### src/rtl/msee_pkg.sv
// package of constants and types for the machine state exception enable block
package msee_pkg;
   // apb register byte offsets
   localparam logic [11:0] MSEE_OFF_STATE   = 12'h000;  // machine_state_word
   localparam logic [11:0] MSEE_OFF_SAVED   = 12'h004;  // saved_state_copy
   localparam logic [11:0] MSEE_OFF_IMPL    = 12'h008;  // implementation_control
   localparam logic [11:0] MSEE_OFF_STATUS  = 12'h00C;  // sequencer status
   localparam logic [11:0] MSEE_OFF_EVENT   = 12'h010;  // event request, reads as zero
   localparam logic [11:0] MSEE_OFF_RETURN  = 12'h014;  // return from handler
   localparam logic [11:0] MSEE_OFF_INFO    = 12'h018;  // exception-specific srr bits
   localparam logic [11:0] MSEE_OFF_OFFSET  = 12'h01C;  // vector offset selection

   // field positions (big-endian bit numbers mapped to [31-n])
   localparam int MSEE_B_EE  = 31 - 16;
   localparam int MSEE_B_PR  = 31 - 17;
   localparam int MSEE_B_FP  = 31 - 18;
   localparam int MSEE_B_ME  = 31 - 19;
   localparam int MSEE_B_FE0 = 31 - 20;
   localparam int MSEE_B_SE  = 31 - 21;
   localparam int MSEE_B_BE  = 31 - 22;
   localparam int MSEE_B_FE1 = 31 - 23;
   localparam int MSEE_B_IP  = 31 - 25;
   localparam int MSEE_B_IR  = 31 - 26;
   localparam int MSEE_B_DR  = 31 - 27;
   localparam int MSEE_B_RI  = 31 - 30;
   localparam int MSEE_B_LE  = 31 - 31;

   // state bits that are stored: bit 0, 5-9, 13-31 (big-endian numbering)
   localparam logic [31:0] MSEE_STATE_MASK = 32'h87C7_FFFF;
   // bits copied into the save copy on an exception: 5-9 and 16-31
   localparam logic [31:0] MSEE_COPY_MASK  = 32'h07C0_FFFF;
   // exception-specific save bits: 1-4 and 10-15
   localparam logic [31:0] MSEE_INFO_MASK  = 32'h783F_0000;
   // bits forced to zero on every exception: ee pr fp fe0 se be fe1 ir dr ri, 13 14
   localparam logic [31:0] MSEE_CLEAR_MASK = 32'h0006_EF32;
   localparam logic [31:0] MSEE_STATE_RST  = 32'h0000_0040;  // vector prefix high at reset
   localparam logic [31:0] MSEE_IMPL_RST   = 32'h0000_0000;

   localparam logic [11:0] MSEE_VEC_LOW    = 12'h000;  // vector high bits, prefix clear
   localparam logic [11:0] MSEE_VEC_HIGH   = 12'hFFF;  // vector high bits, prefix set
   localparam int          MSEE_NUM_MC     = 4;        // machine check sources

   // event bit positions in the event register
   localparam int MSEE_EV_RESET = 0;
   localparam int MSEE_EV_MCHK  = 1;
   localparam int MSEE_EV_EXT   = 2;
   localparam int MSEE_EV_SMI   = 3;
   localparam int MSEE_EV_DEC   = 4;
   localparam int MSEE_EV_FPX   = 5;
   localparam int MSEE_EV_NUM   = 6;

   typedef enum logic [2:0] {
      MSEE_K_NONE, MSEE_K_RESET, MSEE_K_MCHK, MSEE_K_EXT,
      MSEE_K_SMI, MSEE_K_DEC, MSEE_K_PROG, MSEE_K_TRACE
   } msee_kind_e;

   // instruction completion report from the pipeline
   typedef struct packed {
      logic valid;     // an instruction completed successfully
      logic isBranch;  // it was a branch
      logic isFloat;   // it is a floating-point instruction
   } msee_retire_s;

   // exception-taken report towards the sequencer
   typedef struct packed {
      logic        taken;   // one-cycle pulse
      msee_kind_e  kind;    // which exception
      logic [31:0] vector;  // handler fetch address
   } msee_take_s;
endpackage

### src/rtl/msee_unit.sv
// machine state word and exception enable logic with apb register access
//
// The register addresses and the APB slave port are this design's own decisions.
`timescale 1ns/1ps
// Function
// - privilege bit one allows user instructions only
// - float bit clear blocks all float dispatch
// - machine check gate enables machine checks
// - machine check while gated off enters checkstop
// - single step traps after next completion
// - branch trace traps after each branch
// - vector prefix selects 0x000 or 0xFFF base
// - fetch translate bit enables instruction translation
// - data translate bit enables data translation
// - recoverable flag marks reset/check recoverability
// - byte order bit selects little endian
// - float mode pair encodes four modes
// - float exceptions ignored when both modes zero
// - async interrupts deferred while gate clear
// - any exception clears async interrupt gate
// - save copy written before first handler instruction
// - each machine check source separately enabled
// - system reset exception masked only while in checkstop
// - reserved bits 24, 28-29 stored and saved
// - save copy takes bits 5-9, 16-31
// - every exception clears both translate bits
module msee_unit
   import msee_pkg::*;
(
   input  wire logic                   sys_clk,        // core clock
   input  wire logic                   rst_b,          // async reset, active low
   input  wire logic                   psel,           // apb select
   input  wire logic                   penable,        // apb access phase
   input  wire logic                   pwrite,         // apb direction
   input  wire logic [11:0]            paddr,          // apb byte address
   input  wire logic [31:0]            pwdata,         // apb write data
   output logic                        pready,         // apb ready
   output logic [31:0]                 prdata,         // apb read data
   output logic                        pslverr,        // apb error
   input  wire logic                   resetReq,       // system reset request level
   input  wire logic [MSEE_NUM_MC-1:0] machineCheckReq, // machine check sources
   input  wire logic                   externalReq,    // external interrupt level
   input  wire logic                   sysMgmtReq,     // system management level
   input  wire logic                   decrementerReq, // decrementer level
   input  wire logic                   floatExcReq,    // float enabled exception pulse
   input  wire msee_retire_s           retire,         // completion report
   output msee_take_s                  takeOut,        // exception taken report
   output logic                        userOnly,       // supervisor ops barred
   output logic                        floatBlocked,   // float dispatch stalled
   output logic                        fetchXlate,     // instruction translation on
   output logic                        dataXlate,      // data translation on
   output logic                        littleEndian,   // byte order
   output logic                        checkstop       // machine halted
);
   // ---------------------------------------------------------------
   // registers
   // ---------------------------------------------------------------
   logic [31:0]             stateReg;      // machine_state_word
   logic [31:0]             savedReg;      // saved_state_copy
   logic [31:0]             implReg;       // implementation_control
   logic [31:0]             infoReg;       // exception-specific save bits
   logic [19:0]             offsetReg;     // vector offset for next exception
   logic [MSEE_EV_NUM-1:0]  swEventReg;    // software-raised event pulses
   logic                    stopReg;       // checkstop latch
   logic                    traceReg;      // trace pending
   logic                    fpxReg;        // float exception pending
   msee_take_s              takeReg;       // taken report
   logic [31:0]             prdataReg;     // read data
   logic                    retReq;        // return-from-handler write

   // ---------------------------------------------------------------
   // apb decode
   // ---------------------------------------------------------------
   // one-cycle access: pready high in every access phase
   function automatic logic msee_hit(input logic [11:0] a, input logic [11:0] off);
      msee_hit = (a == off);
   endfunction

   logic wrEn;   // write takes effect
   logic rdEn;   // read data is taken
   logic mapped; // address is one of ours
   assign wrEn   = psel && penable && pwrite;
   assign rdEn   = psel && penable && !pwrite;
   assign mapped = msee_hit(paddr, MSEE_OFF_STATE) || msee_hit(paddr, MSEE_OFF_SAVED)
                || msee_hit(paddr, MSEE_OFF_IMPL) || msee_hit(paddr, MSEE_OFF_STATUS)
                || msee_hit(paddr, MSEE_OFF_EVENT) || msee_hit(paddr, MSEE_OFF_RETURN)
                || msee_hit(paddr, MSEE_OFF_INFO) || msee_hit(paddr, MSEE_OFF_OFFSET);
   assign pready  = 1'b1;
   assign pslverr = psel && penable && !mapped;  // unmapped answers with an error
   assign prdata  = prdataReg;
   assign retReq  = wrEn && msee_hit(paddr, MSEE_OFF_RETURN);

   // ---------------------------------------------------------------
   // exception arbitration
   // ---------------------------------------------------------------
   logic [MSEE_NUM_MC-1:0] mcLive;    // enabled machine check sources
   logic mcAny;                       // any enabled source active
   logic asyncOk;                     // asynchronous interrupts may be taken
   logic floatMode;                   // float exceptions enabled
   msee_kind_e kindNow;               // winning exception this cycle

   // each source is gated by its own implementation control bit
   genvar g;
   generate
      for (g = 0; g < MSEE_NUM_MC; g++) begin : g_mc
         assign mcLive[g] = machineCheckReq[g] && implReg[g];
      end
   endgenerate
   assign mcAny     = (|mcLive) || swEventReg[MSEE_EV_MCHK];
   assign asyncOk   = stateReg[MSEE_B_EE];
   assign floatMode = stateReg[MSEE_B_FE0] || stateReg[MSEE_B_FE1];

   // priority: reset, machine check, program, trace, external, smi, decrementer;
   // asynchronous requests are levels, so while the gate is clear they simply wait
   always_comb begin
      kindNow = MSEE_K_NONE;
      if (stopReg) begin
         kindNow = MSEE_K_NONE;                          // halted, nothing taken
      end else if (resetReq || swEventReg[MSEE_EV_RESET]) begin
         kindNow = MSEE_K_RESET;
      end else if (mcAny && stateReg[MSEE_B_ME]) begin
         kindNow = MSEE_K_MCHK;
      end else if (fpxReg) begin
         kindNow = MSEE_K_PROG;
      end else if (traceReg) begin
         kindNow = MSEE_K_TRACE;
      end else if (asyncOk && (externalReq || swEventReg[MSEE_EV_EXT])) begin
         kindNow = MSEE_K_EXT;
      end else if (asyncOk && (sysMgmtReq || swEventReg[MSEE_EV_SMI])) begin
         kindNow = MSEE_K_SMI;
      end else if (asyncOk && (decrementerReq || swEventReg[MSEE_EV_DEC])) begin
         kindNow = MSEE_K_DEC;
      end
   end

   // ---------------------------------------------------------------
   // checkstop
   // ---------------------------------------------------------------
   // only a hardware reset leaves checkstop; a system reset exception cannot
   always_ff @(posedge sys_clk or negedge rst_b) begin
      if (!rst_b) begin
         stopReg <= 1'b0;
      end else if (mcAny && !stateReg[MSEE_B_ME] && kindNow != MSEE_K_RESET) begin
         stopReg <= 1'b1;
      end
   end

   // ---------------------------------------------------------------
   // trace pending
   // ---------------------------------------------------------------
   always_ff @(posedge sys_clk or negedge rst_b) begin
      if (!rst_b) begin
         traceReg <= 1'b0;
      end else if (retire.valid && (stateReg[MSEE_B_SE]
                   || (stateReg[MSEE_B_BE] && retire.isBranch))) begin
         traceReg <= 1'b1;
      end else if (kindNow == MSEE_K_TRACE || kindNow == MSEE_K_RESET) begin
         traceReg <= 1'b0;
      end
   end

   // ---------------------------------------------------------------
   // float enabled exception pending
   // ---------------------------------------------------------------
   // a new report wins over the clear of the one being taken
   always_ff @(posedge sys_clk or negedge rst_b) begin
      if (!rst_b) begin
         fpxReg <= 1'b0;
      end else if ((floatExcReq || swEventReg[MSEE_EV_FPX]) && floatMode
                   && stateReg[MSEE_B_FP]) begin
         fpxReg <= 1'b1;
      end else if (kindNow == MSEE_K_PROG || kindNow == MSEE_K_RESET) begin
         fpxReg <= 1'b0;
      end
   end

   // ---------------------------------------------------------------
   // machine state word
   // ---------------------------------------------------------------
   // an exception outranks a software write in the same cycle
   always_ff @(posedge sys_clk or negedge rst_b) begin
      if (!rst_b) begin
         stateReg <= MSEE_STATE_RST;
      end else if (kindNow != MSEE_K_NONE) begin
         // gate and both translate bits clear on entry
         stateReg <= (stateReg & ~MSEE_CLEAR_MASK & MSEE_STATE_MASK);
      end else if (retReq) begin
         // restore copied bits from the save copy, keep the rest
         stateReg <= (stateReg & ~MSEE_COPY_MASK) | (savedReg & MSEE_COPY_MASK);
      end else if (wrEn && msee_hit(paddr, MSEE_OFF_STATE)) begin
         stateReg <= pwdata & MSEE_STATE_MASK;
      end
   end

   // ---------------------------------------------------------------
   // save copy
   // ---------------------------------------------------------------
   // written in the taking cycle, so it is valid before any handler fetch
   always_ff @(posedge sys_clk or negedge rst_b) begin
      if (!rst_b) begin
         savedReg <= 32'h0000_0000;
      end else if (kindNow != MSEE_K_NONE) begin
         savedReg <= (stateReg & MSEE_COPY_MASK)
                   | (infoReg & MSEE_INFO_MASK);
      end else if (wrEn && msee_hit(paddr, MSEE_OFF_SAVED)) begin
         savedReg <= pwdata;
      end
   end

   // ---------------------------------------------------------------
   // software registers
   // ---------------------------------------------------------------
   always_ff @(posedge sys_clk or negedge rst_b) begin
      if (!rst_b) begin
         implReg   <= MSEE_IMPL_RST;
         infoReg   <= 32'h0000_0000;
         offsetReg <= 20'h0_0000;
      end else if (wrEn) begin
         if (msee_hit(paddr, MSEE_OFF_IMPL)) begin
            implReg <= pwdata;
         end
         if (msee_hit(paddr, MSEE_OFF_INFO)) begin
            infoReg <= pwdata & MSEE_INFO_MASK;
         end
         if (msee_hit(paddr, MSEE_OFF_OFFSET)) begin
            offsetReg <= pwdata[19:0];
         end
      end
   end

   // software events are single pulses, cleared the cycle after
   always_ff @(posedge sys_clk or negedge rst_b) begin
      if (!rst_b) begin
         swEventReg <= '0;
      end else if (wrEn && msee_hit(paddr, MSEE_OFF_EVENT)) begin
         swEventReg <= pwdata[MSEE_EV_NUM-1:0];
      end else begin
         swEventReg <= '0;
      end
   end

   // ---------------------------------------------------------------
   // taken report
   // ---------------------------------------------------------------
   always_ff @(posedge sys_clk or negedge rst_b) begin
      if (!rst_b) begin
         takeReg <= '0;
      end else begin
         takeReg.taken <= (kindNow != MSEE_K_NONE);
         takeReg.kind  <= kindNow;
         takeReg.vector <= {(stateReg[MSEE_B_IP] ? MSEE_VEC_HIGH : MSEE_VEC_LOW),
                            offsetReg};
      end
   end
   assign takeOut = takeReg;

   // ---------------------------------------------------------------
   // read data
   // ---------------------------------------------------------------
   always_ff @(posedge sys_clk or negedge rst_b) begin
      if (!rst_b) begin
         prdataReg <= 32'h0000_0000;
      end else if (psel && !penable && !pwrite) begin
         // captured in setup so data is stable through the access phase
         unique case (1'b1)
            msee_hit(paddr, MSEE_OFF_STATE):  prdataReg <= stateReg;
            msee_hit(paddr, MSEE_OFF_SAVED):  prdataReg <= savedReg;
            msee_hit(paddr, MSEE_OFF_IMPL):   prdataReg <= implReg;
            msee_hit(paddr, MSEE_OFF_STATUS): prdataReg <= {28'h000_0000, fpxReg,
                                                            traceReg, stopReg,
                                                            takeReg.taken};
            msee_hit(paddr, MSEE_OFF_INFO):   prdataReg <= infoReg;
            msee_hit(paddr, MSEE_OFF_OFFSET): prdataReg <= {12'h000, offsetReg};
            default:                          prdataReg <= 32'h0000_0000;
         endcase
      end
   end

   // ---------------------------------------------------------------
   // state outputs
   // ---------------------------------------------------------------
   assign userOnly     = stateReg[MSEE_B_PR];
   assign floatBlocked = !stateReg[MSEE_B_FP] && retire.isFloat;
   assign fetchXlate   = stateReg[MSEE_B_IR];
   assign dataXlate    = stateReg[MSEE_B_DR];
   assign littleEndian = stateReg[MSEE_B_LE];
   assign checkstop    = stopReg;
endmodule

### config.mk
export PLATFORM = sky130hd
export DESIGN_NAME = msee_unit
export DESIGN_NICKNAME = d
export VERILOG_FILES = /design/src/rtl/msee_pkg.sv /design/src/rtl/msee_unit.sv
export SDC_FILE = /design/constraint.sdc
export NUM_CORES = 1
export LEC_CHECK = 0
export ABC_AREA = 1
export BUFFER_PORTS_ARGS = -buffer_cell sky130_fd_sc_hd__buf_4
export CORE_MARGIN = 2
export CORE_UTILIZATION = 50
export DETAILED_ROUTE_END_ITERATION = 10
export PLACE_DENSITY_LB_ADDON = 0.3
export SYNTH_ARGS = -nofsm -noshare
export SYNTH_HDL_FRONTEND = slang
export SYNTH_SLANG_ARGS = --single-unit
### constraint.sdc
create_clock -name sys_clk -period 3.01 [get_ports sys_clk]
set_clock_uncertainty 0.05 [all_clocks]
set_input_delay 0 -clock sys_clk [delete_from_list [all_inputs] [get_ports sys_clk]]
set_output_delay 0 -clock sys_clk [all_outputs]
set_load 0.02 [all_outputs]
==> flow_metrics.env <==
export IMPL_status="finished, final reports clean"
export IMPL_gr_total_overflow=0
export IMPL_synth_edf_count=0
export IMPL_post_cts_buffers=0
export IMPL_finalCritPeriodShare_pct=93.5
export IMPL_crit_fanout=78
export IMPL_max_cap_viol_count=0
export IMPL_layout_commonest_cell="nand2_1"
export IMPL_finalSetupViolCount=0
export IMPL_syn_instance_count=1079
export IMPL_synth_avg_cell_area_sq_um=8.19
export IMPL_port_buffers=135
export IMPL_crit_buf_inv=3
export IMPL_ys_ff_latch=185
export IMPL_hold_class="primary input to flip-flop"
export IMPL_initial_utilization_pct=51.1
export IMPL_seq_area_sq_um=4630
export IMPL_rows=48
export IMPL_multiInputGateArea_sq_um=3470
export IMPL_place_ws_ps=614
export IMPL_grtUsageTotal_pct=26.4
export IMPL_cts_buffers=17
export IMPL_yosys_area_top_type="dfrtp_1"
export IMPL_power_density_nw_per_um2=456
export IMPL_grt_max_degree=96
export IMPL_wirelength_mm=23.5
export IMPL_post_drt_wl_per_cell_microns=16.0
export IMPL_clkLatencyLatePin_ps=440
export IMPL_critPathTopFamily="simple AND/OR/NAND/NOR gates"
export IMPL_vias=7860
export IMPL_netlist_top_cells_area="dfrtp_1, nand2_1, nand3_1"
export IMPL_die_area_sq_um=18800
export IMPL_fin_nets=1288
export IMPL_clkTransAtPathRegs_ps=70
export IMPL_path_cells="nand2_1, inv_1, nor2_1, dlygate4sd3_1, nand2_1, nand2_1, nand3_1, nand2_1, nand2_2, buf_6, nand3_4, nand2_1, o21ai_2"
export IMPL_core_sq_um=17300
export IMPL_firstDrtPassIters=5
export IMPL_slowest_stage="dlygate4sd3_1"
export IMPL_grt_first_pass_wirelength_mm=38.5
export IMPL_gp_routability_congestion=0.885
export IMPL_via_per_inst=5.37
export IMPL_synthesis_area_sq_um=8840
export IMPL_cp_required_ps=3280
export IMPL_cts_sinks=185
export IMPL_hold_viol_final=0
export IMPL_yosysWarnings=0
export IMPL_area_growth_pct=23.3
export IMPL_utilization_pct=63.0
export IMPL_final_max_slew_viol_count=0
export IMPL_fin_ws_ps=197
export IMPL_critPathMaxStageDelay_ps=540
export IMPL_die_w_microns=137
export IMPL_fp_dieH_microns=137
export IMPL_layout_drive_gt1_share_pct=19.0
export IMPL_ioPinCount=137
export IMPL_ant_nets=0
export IMPL_seq_area_frac_synth_pct=52.4
export IMPL_rsz0062_at_grt="yes"
export IMPL_ir_drop_v=0.000451
export IMPL_yosysUniqueCellTypes=36
export IMPL_worstMarginPinSlew_ps=869
export IMPL_htree_levels=4
export IMPL_cts_root_buf="clkbuf_16"
export IMPL_final_cell_mix="nand2_1, dfrtp_1, buf_4"
export IMPL_synthFlopType="dfrtp_1"
export IMPL_max_slew_margin_pct=42.1
export IMPL_path_class="flip-flop to flip-flop"
export IMPL_grt_pass1_vias=7422
export IMPL_crit_top_cell="nand2_1"
export IMPL_power_leakage_uw=0.00563
export IMPL_clock_fmax_mhz=355
export IMPL_dp_hpwl_mm=15.2
export IMPL_p_total_uw=4970
export IMPL_antenna_found_initial=0
export IMPL_n_fill_cell=1540
export IMPL_async_flop_share_pct=100
export IMPL_start_kind="flip-flop"
export IMPL_critical_path_arrival_ps=3090
export IMPL_period_minus_slack_ps=2810
export IMPL_cts_tree="yes"
export IMPL_clockBufferDepth=2
export IMPL_drtIter0Drc=702
export IMPL_synth_nets=1140
export IMPL_antennaDiodeCount=0
export IMPL_endpoint_kind="flip-flop"
export IMPL_yosysTopAreaCellShare_pct=52.1
export IMPL_drc_errors=0
## sequential cells by signal, indices dropped and copies added (netlist names)
name,flops
checkstop,1
takeOut,25
prdata,32
fpxReg,1
traceReg,1
implReg,32
infoReg,10
swEventReg,6
stateReg,25
savedReg,32
offsetReg,20
## area by class of cell
| type | count | area share, % |
|---|---|---|
| Sequential cell | 185 | 42.5 |
| Inverter | 93 | 3.20 |
| Tap cell | 225 | 2.58 |
| Clock buffer | 20 | 4.10 |
| Timing Repair Buffer | 196 | 14.7 |
| Multi-Input combinational cell | 734 | 31.8 |
| Clock inverter | 12 | 1.16 |
## path summary, 6_finish.rpt
check	startpoint	to	slack [ps]	depth (start not counted)
max in group asynchronous	rst_b	swEventReg[1]	1930	3
worst min register to register	offsetReg[8]	takeOut[8]	350	0
worst max register to register	implReg[1]	stateReg[7]	200	13
worst min-delay path	psel	prdata[0]	80	6
min in group asynchronous	rst_b	takeOut[9]	170	2
worst max-delay path	implReg[1]	stateReg[7]	200	13
## routing by layer
metal / GRT usage, % / wire length (microns) / up-vias
met5: 0 / 0 / -
met4: 9.34 / 556 / 0
met3: 5.41 / 1950 / 41
met2: 39.5 / 10400 / 329
met1: 38.3 / 10600 / 3709
li1: - / - / 3781
## worst reg2reg max path, delay by kind of cell (launching register included)
family | cells | cell delay, ps
AND/OR/NAND/NOR | 9 | 1160
buffers and inverters | 3 | 1060
AO/OA/AOI/OAI | 1 | 60
flip-flops | 1 | 380
## what timing repair did
action	in CTS	in global routing
setup endpoints to repair	0	14
hold buffers	44	0
gates resized for setup	0	2
endpoints found under the hold margin	219	0
## synth_stat cells, types with 3 or more instances
master / n
o21ai_2: 11
inv_1: 85
dfrtp_1: 184
nand2_2: 8
buf_6: 8
inv_2: 8
buf_4: 20
nand4_1: 47
nand2_1: 355
a21oi_1: 5
nor2_4: 4
o21ai_1: 40
nor2_2: 6
nand3_2: 3
clkbuf_1: 21
buf_2: 16
nor2_1: 54
nor3_1: 6
o21ai_0: 74
o21a_1: 11
nand3_1: 91
## cells by family after synthesis
family / synth area share, %
other: 0.0424
flip-flops: 52.4
AND/OR/NAND/NOR: 29.9
buffers and inverters: 8.55
AO/OA/AOI/OAI: 9.18
## metrics by stage
| stage | hold WS [ps] | TNS [ps] | std cells | instance area, sq um |
|---|---|---|---|---|
| global route | 92.9 | -0.849 | 1465 | 10900 |
| floorplan | -346 | 0 | 1079 | 8840 |
| CTS | 69.3 | 0 | 1465 | 10900 |
| finish | 78.5 | 0 | 1465 | 10900 |
| global placement | 104 | 0 | 1389 | 9880 |
| detailed placement | 101 | 0 | 1389 | 9880 |
## report_power, final
part           switching (uW)  total [uW]  leakage, uW  internal [uW]
Combinational             154         270      0.00279            117
Clock                     966        2200     0.000268           1240
Sequential               3.20        2490      0.00258           2490
Note: power is estimated with default switching activity, not from simulation.
